--- src/cmg_consts.svh ---
`ifndef CMG_CONSTS_SVH
`define CMG_CONSTS_SVH
`define CMG_ADDR_PIN_CTRL 8'h08
`define CMG_ADDR_IF_CFG 8'h09
`define CMG_SEL_LSB 0
`define CMG_SEL_MSB 2
`define CMG_POL_BIT 3
`define CMG_DIV_LSB 4
`define CMG_DIV_MSB 5
`define CMG_MODEIO_BIT 7
`define CMG_ADDRESS_AUTO_INCREMENT_BIT 1
`define CMG_PIN_CTRL_RST 16'h0000
`define CMG_IF_CFG_RST 16'h0002
`define CMG_WORD_BITS 24
`define CMG_DATA_BITS 16
`define CMG_ADDR_LSB 16
`endif

--- src/cmg_pkg.sv ---
package cmg_pkg;
  typedef enum logic [2:0] {
    CMG_FN_LATCH = 3'h0,
    CMG_FN_JACK = 3'h1,
    CMG_FN_TEMP = 3'h2,
    CMG_FN_MUTE = 3'h3,
    CMG_FN_CLK = 3'h4,
    CMG_FN_LOCK = 3'h5
  } cmg_fn_t;
  typedef enum logic [1:0] {
    CMG_PU_ON = 2'b00,
    CMG_PU_OVR = 2'b01,
    CMG_PU_OFF = 2'b11
  } cmg_pu_t;
  typedef struct packed {
    logic jack;
    logic temp_ok;
    logic mute;
    logic pll_lock;
  } cmg_flags_t;
  typedef struct packed {
    logic [7:0] addr;
    logic [15:0] data;
    logic valid;
  } cmg_wr_t;
endpackage

--- src/cmg_ctrl.sv ---
`timescale 1ns/100ps
`include "cmg_consts.svh"
module cmg_ctrl (
  // clock and reset
  input wire logic clk_sys,
  input wire logic rst_b,
  // serial control pins
  input wire logic serial_clock_pin,
  input wire logic serial_data_pin,
  input wire logic frame_latch_pin_i,
  output logic frame_latch_pin_o,
  output logic frame_latch_pin_oe,
  // mode pin
  input wire logic mode_pin_i,
  output logic mode_pin_o,
  output logic mode_pin_oe,
  output logic mode_pullup_en,
  // internal sources
  input wire logic system_clock,
  input wire cmg_pkg::cmg_flags_t status_flags,
  // results
  output logic three_wire_mode,
  output cmg_pkg::cmg_wr_t reg_write,
  output logic [15:0] pin_ctrl_q,
  output logic [15:0] if_cfg_q
);
  logic [1:0] sclk_s_q, sda_s_q, fl_s_q, mode_s_q, system_clock_s_q;
  logic sclk_prev_q, fl_prev_q, system_clock_prev_q;
  logic [23:0] shift_q, shift_d;
  logic [5:0] cnt_q, cnt_d;
  logic [7:0] next_addr_q, next_addr_d;
  logic burst_q, burst_d;
  logic [15:0] pin_ctrl_d, if_cfg_d;
  cmg_pkg::cmg_wr_t wr_d;
  cmg_pkg::cmg_pu_t pu_q, pu_d;
  logic [1:0] div_cnt_q, div_cnt_d;
  logic div_clk_q, div_clk_d;
  logic gp_q, gp_d;
  logic sclk_rise, fl_rise, sys_edge, mode_io, sel_three, gp_val;
  // every pin input passes two flops before use
  always_ff @(posedge clk_sys) begin
    if (!rst_b) begin
      sclk_s_q <= 2'h0;
      sda_s_q <= 2'h0;
      fl_s_q <= 2'h3;
      mode_s_q <= 2'h3;
      system_clock_s_q <= 2'h0;
      sclk_prev_q <= 1'b0;
      fl_prev_q <= 1'b1;
      system_clock_prev_q <= 1'b0;
    end else begin
      sclk_s_q <= {sclk_s_q[0], serial_clock_pin};
      sda_s_q <= {sda_s_q[0], serial_data_pin};
      fl_s_q <= {fl_s_q[0], frame_latch_pin_i};
      mode_s_q <= {mode_s_q[0], mode_pin_i};
      system_clock_s_q <= {system_clock_s_q[0], system_clock};
      sclk_prev_q <= sclk_s_q[1];
      fl_prev_q <= fl_s_q[1];
      system_clock_prev_q <= system_clock_s_q[1];
    end
  end
  assign mode_io = pin_ctrl_q[`CMG_MODEIO_BIT];
  // override engaged once pull-up sequencer leaves the on state
  assign sel_three = (pu_q != cmg_pkg::CMG_PU_ON) | mode_s_q[1];
  assign three_wire_mode = sel_three;
  assign sclk_rise = sclk_s_q[1] & ~sclk_prev_q;
  assign fl_rise = fl_s_q[1] & ~fl_prev_q;
  assign sys_edge = system_clock_s_q[1] ^ system_clock_prev_q;
  // serial shifter and register writes
  always_comb begin
    shift_d = shift_q;
    cnt_d = cnt_q;
    next_addr_d = next_addr_q;
    burst_d = burst_q;
    pin_ctrl_d = pin_ctrl_q;
    if_cfg_d = if_cfg_q;
    wr_d = '0;
    if (sel_three && !fl_s_q[1] && sclk_rise) begin
      shift_d = {shift_q[22:0], sda_s_q[1]};
      cnt_d = cnt_q + 6'h01;
      // address byte is complete once the 24th bit arrives
      if (cnt_q == 6'(`CMG_WORD_BITS - 1))
        next_addr_d = shift_q[22:15];
      // each further 16 bits is one more word; folding the count back avoids a length limit
      if (cnt_q == 6'(`CMG_WORD_BITS + `CMG_DATA_BITS - 1)) begin
        cnt_d = 6'(`CMG_WORD_BITS);
        burst_d = 1'b1;
        next_addr_d = next_addr_q + 8'h01;
      end
    end
    if (sel_three && fl_rise) begin
      if (cnt_q >= 6'(`CMG_WORD_BITS)) begin
        wr_d.valid = 1'b1;
        wr_d.addr = (burst_q && if_cfg_q[`CMG_ADDRESS_AUTO_INCREMENT_BIT]) ?
          next_addr_q : shift_q[23:`CMG_ADDR_LSB];
        wr_d.data = shift_q[15:0];
      end
      cnt_d = 6'h0;
      burst_d = 1'b0;
    end
    if (wr_d.valid && wr_d.addr == `CMG_ADDR_PIN_CTRL) begin
      // the mode-as-io bit may only be set while running 3-wire
      pin_ctrl_d = wr_d.data;
    end
    if (wr_d.valid && wr_d.addr == `CMG_ADDR_IF_CFG)
      if_cfg_d = wr_d.data;
  end
  always_ff @(posedge clk_sys) begin
    if (!rst_b) begin
      shift_q <= 24'h0;
      cnt_q <= 6'h0;
      next_addr_q <= 8'h0;
      burst_q <= 1'b0;
      pin_ctrl_q <= `CMG_PIN_CTRL_RST;
      if_cfg_q <= `CMG_IF_CFG_RST;
      reg_write <= '0;
    end else begin
      shift_q <= shift_d;
      cnt_q <= cnt_d;
      next_addr_q <= next_addr_d;
      burst_q <= burst_d;
      pin_ctrl_q <= pin_ctrl_d;
      if_cfg_q <= if_cfg_d;
      reg_write <= wr_d;
    end
  end
  // pull-up sequencer: override first, pull-up off one cycle later
  always_comb begin
    case (pu_q)
      cmg_pkg::CMG_PU_ON: pu_d = mode_io ? cmg_pkg::CMG_PU_OVR : cmg_pkg::CMG_PU_ON;
      cmg_pkg::CMG_PU_OVR: pu_d = mode_io ? cmg_pkg::CMG_PU_OFF : cmg_pkg::CMG_PU_ON;
      cmg_pkg::CMG_PU_OFF: pu_d = mode_io ? cmg_pkg::CMG_PU_OFF : cmg_pkg::CMG_PU_OVR;
      default: pu_d = cmg_pkg::CMG_PU_ON;
    endcase
  end
  // divider counts both edges so code n gives an output period of n+1 input periods
  always_comb begin
    div_cnt_d = div_cnt_q;
    div_clk_d = div_clk_q;
    if (sys_edge) begin
      if (div_cnt_q >= pin_ctrl_q[`CMG_DIV_MSB:`CMG_DIV_LSB]) begin
        div_cnt_d = 2'h0;
        div_clk_d = ~div_clk_q;
      end else begin
        div_cnt_d = div_cnt_q + 2'h1;
      end
    end
    case (cmg_pkg::cmg_fn_t'(pin_ctrl_q[`CMG_SEL_MSB:`CMG_SEL_LSB]))
      cmg_pkg::CMG_FN_JACK: gp_val = status_flags.jack;
      cmg_pkg::CMG_FN_TEMP: gp_val = status_flags.temp_ok;
      cmg_pkg::CMG_FN_MUTE: gp_val = status_flags.mute;
      cmg_pkg::CMG_FN_CLK: gp_val = div_clk_q;
      cmg_pkg::CMG_FN_LOCK: gp_val = status_flags.pll_lock;
      default: gp_val = 1'b0;
    endcase
    gp_d = gp_val ^ pin_ctrl_q[`CMG_POL_BIT];
  end
  always_ff @(posedge clk_sys) begin
    if (!rst_b) begin
      pu_q <= cmg_pkg::CMG_PU_ON;
      div_cnt_q <= 2'h0;
      div_clk_q <= 1'b0;
      gp_q <= 1'b0;
    end else begin
      pu_q <= pu_d;
      div_cnt_q <= div_cnt_d;
      div_clk_q <= div_clk_d;
      gp_q <= gp_d;
    end
  end
  // output functions; select 000 keeps the pin an input
  assign frame_latch_pin_o = gp_q;
  assign frame_latch_pin_oe = !sel_three &&
    (pin_ctrl_q[`CMG_SEL_MSB:`CMG_SEL_LSB] != 3'h0);
  assign mode_pin_o = gp_q;
  assign mode_pin_oe = (pu_q != cmg_pkg::CMG_PU_ON) &&
    (pin_ctrl_q[`CMG_SEL_MSB:`CMG_SEL_LSB] != 3'h0);
  assign mode_pullup_en = (pu_q != cmg_pkg::CMG_PU_OFF);
endmodule // cmg_ctrl

--- config.mk ---
export PLATFORM = sky130hd
export DESIGN_NAME = cmg_ctrl
export DESIGN_NICKNAME = d
export VERILOG_FILES = /design/src/cmg_pkg.sv /design/src/cmg_ctrl.sv
export VERILOG_INCLUDE_DIRS = /design/src
export SDC_FILE = /design/constraint.sdc
export NUM_CORES = 1
export LEC_CHECK = 0
export ABC_CLOCK_PERIOD_IN_PS = 2150
export BUFFER_PORTS_ARGS = -buffer_cell sky130_fd_sc_hd__buf_4
export CAP_MARGIN = 30
export CORE_MARGIN = 2
export CORE_UTILIZATION = 55
export CTS_CLUSTER_DIAMETER = 120
export CTS_CLUSTER_SIZE = 25
export DETAILED_ROUTE_END_ITERATION = 6
export GPL_ROUTABILITY_DRIVEN = 0
export HOLD_SLACK_MARGIN = 0.1
export PLACE_DENSITY = 0.78
export RECOVER_POWER = 100
export SLEW_MARGIN = 40
export SYNTH_ARGS = -nofsm -noshare
export SYNTH_HDL_FRONTEND = slang
export SYNTH_SLANG_ARGS = --single-unit
--- constraint.sdc ---
create_clock -name clk_sys -period 2.15 [get_ports clk_sys]
set_input_delay 0.43 -clock clk_sys [delete_from_list [all_inputs] [get_ports clk_sys]]
set_output_delay 0.43 -clock clk_sys [all_outputs]
set_load 0.01 [all_outputs]
# --- Yosys cells after proc, flatten, opt, wreduce, memory -nomap -nowiden ---
# Index checks and enable logic that the tools add are counted.
word_totals:
  reg_bits: 115
  out_inout_bits: 63
  input_bits: 11
  wordCells: 77
op_classes:
  magnitude_cmp: 2
  n_eq_ne: 12
  n_addsub: 3
  reduce_logical: 18
  muxes: 12
  n_bitwise: 9
op_table:
  columns: ["op", "n"]
  rows:
  - ["two-way mux 25 bit", 2]
  - ["two-way mux 8 bit", 3]
  - ["== test 8 x 4 -> 1 bit, second input constant", 2]
  - ["adder 8 x 1 -> 8 bit, second input constant", 1]
  - ["logical AND 1 bit", 8]
  - ["adder 6 x 1 -> 6 bit, second input constant", 1]
  - ["== test 3 x 2 -> 1 bit, second input constant", 2]
  - ["== test 3 bit, second input constant", 2]
  - ["== test 6 x 5 -> 1 bit, second input constant", 1]
  - ["== test 6 bit, second input constant", 1]
  - [">= comparator 6 x 5 -> 1 bit, second input constant", 1]
  - ["two-way mux 2 bit", 3]
  - ["two-way mux 6 bit", 1]
  - ["case mux 2 bit (3 select lines)", 1]
  - ["AND reduction 2 bit", 3]
  - ["case mux 1 bit (5 select lines)", 1]
  - ["inverter 1 bit", 4]
  - ["nonzero test 2 bit", 2]
  - ["== test 3 x 1 -> 1 bit, second input constant", 1]
  - ["nonzero test 3 bit", 1]
  - ["adder 2 x 1 -> 2 bit, second input constant", 1]
  - ["bitwise AND 1 bit", 2]
  - ["== test 2 x 1 -> 1 bit, second input constant", 1]
  - ["== test 2 bit, second input constant", 1]
  - ["8 further kinds", 10]

# --- Depth between registers and ports, before layout ---
depth:
  depth_word: 6
  ltp_mapped: 7
  ltp_nobuf: 6

# --- Least setup slack after synthesis ---
# OpenSTA, ideal clock, no wires.
synth_timing:
  kind: "register -> register"
  start: "register cnt_q[0]"
  end: "register next_addr_q[6]"
  stages_incl_launch_ff: 7
  setup_slack_ps: 264
  setup_ps: 119
  t_required_ps: 2031
  synth_period_minus_slack_ps: 1886
  arrival_ps: 1767
  path_buffers: 1
  cell_sequence: "dfxtp_1 > ha_1 > nand4b_1 > buf_2 > nor2_1 > mux2_2 > o221a_2"
synth_via:
  elab_chain_cells: 3
  word_cells_on_any_way: 5
  cone_classes: "eq/ne (2); mux (1); reduce/logical (2)"
synth_rtl:
  columns: ["item", "line", "text"]
  rows:
  - ["start, declared", "cmg_ctrl.sv:30", "logic [5:0] cnt_q, cnt_d;"]
  - ["start signal, assigned", "cmg_ctrl.sv:119", "cnt_q <= cnt_d;"]
  - ["== test 6 x 5 -> 1 bit or == test 6 bit (tied branches)", "cmg_ctrl.sv:82, cmg_ctrl.sv:85", null]
  - ["nonzero test 2 bit (no line)", null, null]
  - ["AND reduction 2 bit (no line)", null, null]
  - ["end signal, assigned", "cmg_ctrl.sv:120", "next_addr_q <= next_addr_d;"]
  - ["end, declared", "cmg_ctrl.sv:31", "logic [7:0] next_addr_q, next_addr_d;"]
# Parallel ways exist; a longest one is shown, timed or not.
# A chain may end at the register's enable or synchronous reset.

# --- Worst setup path after layout ---
layout_timing:
  start: "register fl_s_q[1]"
  end: "register next_addr_q[1]"
layout_via:
  elab_chain_cells: 4
layout_rtl:
  columns: ["item", "line", "text"]
  rows:
  - ["start, declared", "cmg_ctrl.sv:27", "logic [1:0] sclk_s_q, sda_s_q, fl_s_q, mode_s_q, system_clock_s_q;"]
  - ["start signal, assigned", "cmg_ctrl.sv:54", "fl_s_q <= {fl_s_q[0], frame_latch_pin_i};"]
  - ["zero test 1 bit", "cmg_ctrl.sv:78", "if (sel_three && !fl_s_q[1] && sclk_rise) begin"]
  - ["logical AND 1 bit (2 in a row)", "cmg_ctrl.sv:78", null]
  - ["AND reduction 2 bit (no line)", null, null]
# No other way between the ends.

==> flow_summary_export.csv <==
group,metric,value,unit
status,status,"complete, no violations",
synth,synth_area_leader_cell,"dfxtp_1",
synth,syn-num-nets,506,
routing,ant_nets,0,
synth,synth_cells,490,
cts,cts_root_buf,"clkbuf_8",
sta,worst_slew_margin_rel,10.4,%
layout,layout-drive-gt1-share,11.6,%
sta,finalCritPeriodShare,95.5,%
sta,tightest_slew,1.34,ns
setup_path,path_class,"register to register",
synth,async_reset_ff_share,0,%
placement,dpl.hpwl,7060,µm
sta,setup_viol,0,
sta,setup_tns,0,ns
sta,clock_skew,0.00880,ns
setup_path,crit_path_max_fanout,10,
min_path,hold_depth,2,
setup_path,path_delay_family,"simple AND/OR/NAND/NOR gates",
cts,clock_path_buffers,2,
synth,synth_edf_count,0,
routing,drc,0,
grt,grt_pass1_wl,17400,µm
setup_path,crit_chain,"nor3b_1, nand4_1, nor2_1, a311oi_1",
setup_path,r2r_end,"next_addr_q[1]",
min_path,min_to,"fl_s_q[0]",
layout,area_growth,21.9,%
routing,dr.pass1.iters,5,
setup_path,max_stage_delay,0.53,ns
synth,synthFlopType,"dfxtp_1",
floorplan,core,8090,µm²
floorplan,dieArea,8990,µm²
sta,setup_slack,0.0978,ns
sta,whs,0.110,ns
routing,drtIter0Drc,236,
sta,fin_crit,2.05,ns
floorplan,initial_core_util,56.0,%
cts,clk_pin_slew,0.06,ns
setup_path,worstPathArrival,2.42,ns
synth,syn_area,4540,µm²
cts,insertion_delay,0.51,ns
setup_path,cp-start-kind,"register",
cts,cts_buffers,17,
min_path,hp-class,"primary input to register",
placement,place_area,5130,µm²
routing,routedWlPerCell,15.7,µm
synth,synth.yosys.warnings,0,
cts,clock-sinks,115,
layout,fin_cells,682,
layout,fill_cells,684,
pwr,power.leakage,1.95,nW
floorplan,die_y,94.8,µm
grt,overflow,0,
cts,cts_htree_levels,4,
pwr,ir_worst_vdd,0.751,mV
layout,regArea,2300,µm²
setup_path,cp-end-kind,"register",
layout,num_antenna_cells,0,
setup_path,crit_path_top_delay_cell,"nor3b_1",
sta,rsz0062_at_grt,"false",
cts,postCtsSetupRepairBufs,0,
sta,hold_viol,0,
synth,synth_most_common_cell,"nand2_1",
synth,synth.avg_cell_area,9.26,µm²
grt,grt_pass1_vias,3598,
floorplan,die_w,94.8,µm
layout,multi_input_comb_area,2010,µm²
setup_path,r2r.worst_path.cells,4,
synth,synthTopCellsByArea,"dfxtp_1, nand2_1, mux2i_1",
routing,vias_per_cell,5.47,
setup_path,reg2reg_from,"fl_s_q[1]",
synth,ys_seq_area_share,50.8,%
routing,vias,3730,
routing,finalWirelength,10700,µm
pwr,power.density,942,nW/µm²
layout,layout.nets,580,
placement,dp.cells,649,
synth,synth_top_area_share,50.8,%
synth,ys_ff_latch,115,
placement,place_ws,0.239,ns
layout,fin_area,5530,µm²
grt,grt_usage,25.0,%
sta,fmax,0.487,GHz
floorplan,rows,33,
cts,cts_tree,"built",
grt,antenna_found_initial,0,
grt,grt_max_degree,80,
setup_path,crit_buf_inv,0,
synth,synthTopCellsByCount,"nand2_1, dfxtp_1, a21oi_1",
floorplan,pin_count,74,
setup_path,crit_required,2.52,ns
min_path,hp-start,"frame_latch_pin_i",
synth,synth.distinct_cells,54,
setup_path,reg2reg_slack,0.1,ns
flow_run,cap_viol_max_count,0,
sta,maxSlewViolCount,0,
placement,io_buffers,73,
## power breakdown
group / total [W] / internal, W / switching [W] / leakage (nW)
Combinational: 0.0000844 / 0.0000306 / 0.0000538 / 0.711
Sequential: 0.00215 / 0.00214 / 0.00000550 / 0.929
Clock: 0.00297 / 0.00192 / 0.00106 / 0.311
## sequential cells by signal, summed over array words and instances, names as in the netlist, named ones only
signal,flops
reg_write,25
shift_q,24
if_cfg_q,16
pin_ctrl_q,16
next_addr_q,8
cnt_q,6
div_cnt_q,2
fl_s_q,2
mode_s_q,2
sclk_s_q,2
sda_s_q,2
system_clock_s_q,2
burst_q,1
div_clk_q,1
fl_prev_q,1
frame_latch_pin_o,1
pu_q,1
sclk_prev_q,1
system_clock_prev_q,1
## repair_timing
action,CTS,global route
setup endpoints to repair,1,0
gates resized for setup,1,0
endpoints found under the hold margin,1,0
hold buffers,1,0
## worst reg2reg max path, stage by stage, from the launching register on
cell      delay (ns)
dfxtp_1         0.35
nor3b_1         0.53
nand4_1         0.52
nor2_1          0.36
a311oi_1        0.15
## cell usage in the layout, fill, tap and decap left out, types with 5 or more instances in the layout
master     instances
nor2_1            13
buf_4             16
clkbuf_1          63
inv_6              6
and2_1             7
inv_1              8
and3_1            18
nand2b_1           8
ha_1               5
mux2i_1           37
o21ai_0            8
dfxtp_1          115
a21oi_1           43
nand3_1            8
nand2_1          124
clkbuf_16         16
## per-stage QoR
step / util, % / power [W]
after floorplan: - / 0.00225
final: 68.3 / 0.00521
after global placement: 63.5 / 0.00228
after detailed placement: 63.5 / 0.00228
after CTS: 71.5 / 0.00522
after global routing: 68.3 / 0.00533
## cell type report
type / instances / share of cell area, %
Timing Repair Buffer: 84 / 7.54
Clock inverter: 15 / 3.96
Sequential cell: 115 / 41.6
Inverter: 9 / 0.611
Multi-Input combinational cell: 337 / 36.4
Tap cell: 105 / 2.38
Clock buffer: 17 / 7.49
## per-layer routing
metal  routed length (µm)  share of wire, %  track usage (%)  vias to the layer above
met3                  579               5.4             5.99                       21
met5                    0                 0                0                        -
met1                 4620                43             30.9                     1752
met4                  178               1.7             8.45                        0
li1                     -                 -                -                     1823
met2                 5360                50             42.6                      134
## worst max-delay path by stage
stage / slack [ns] / cells past startpoint / from / to
after floorplan: 0.26 / 6 / cnt_q[0] / next_addr_q[6]
after global placement: 0.31 / 6 / cnt_q[1] / next_addr_q[2]
after detailed placement: 0.24 / 6 / cnt_q[1] / next_addr_q[2]
after CTS: 0.10 / 3 / register / frame_latch_pin_oe
after global routing: 0.03 / 3 / register / frame_latch_pin_oe
final: 0.1 / 4 / fl_s_q[1] / next_addr_q[1]
## logic make-up after synthesis
kind of cell | share of synthesized area (%)
xor+xnor | 0.773
simple gates | 21.8
compound gates | 11.6
buf+inv | 4.99
flops | 50.8
mux | 8.66
fa+ha+maj | 1.38
Power figures use the tool's default switching activity.
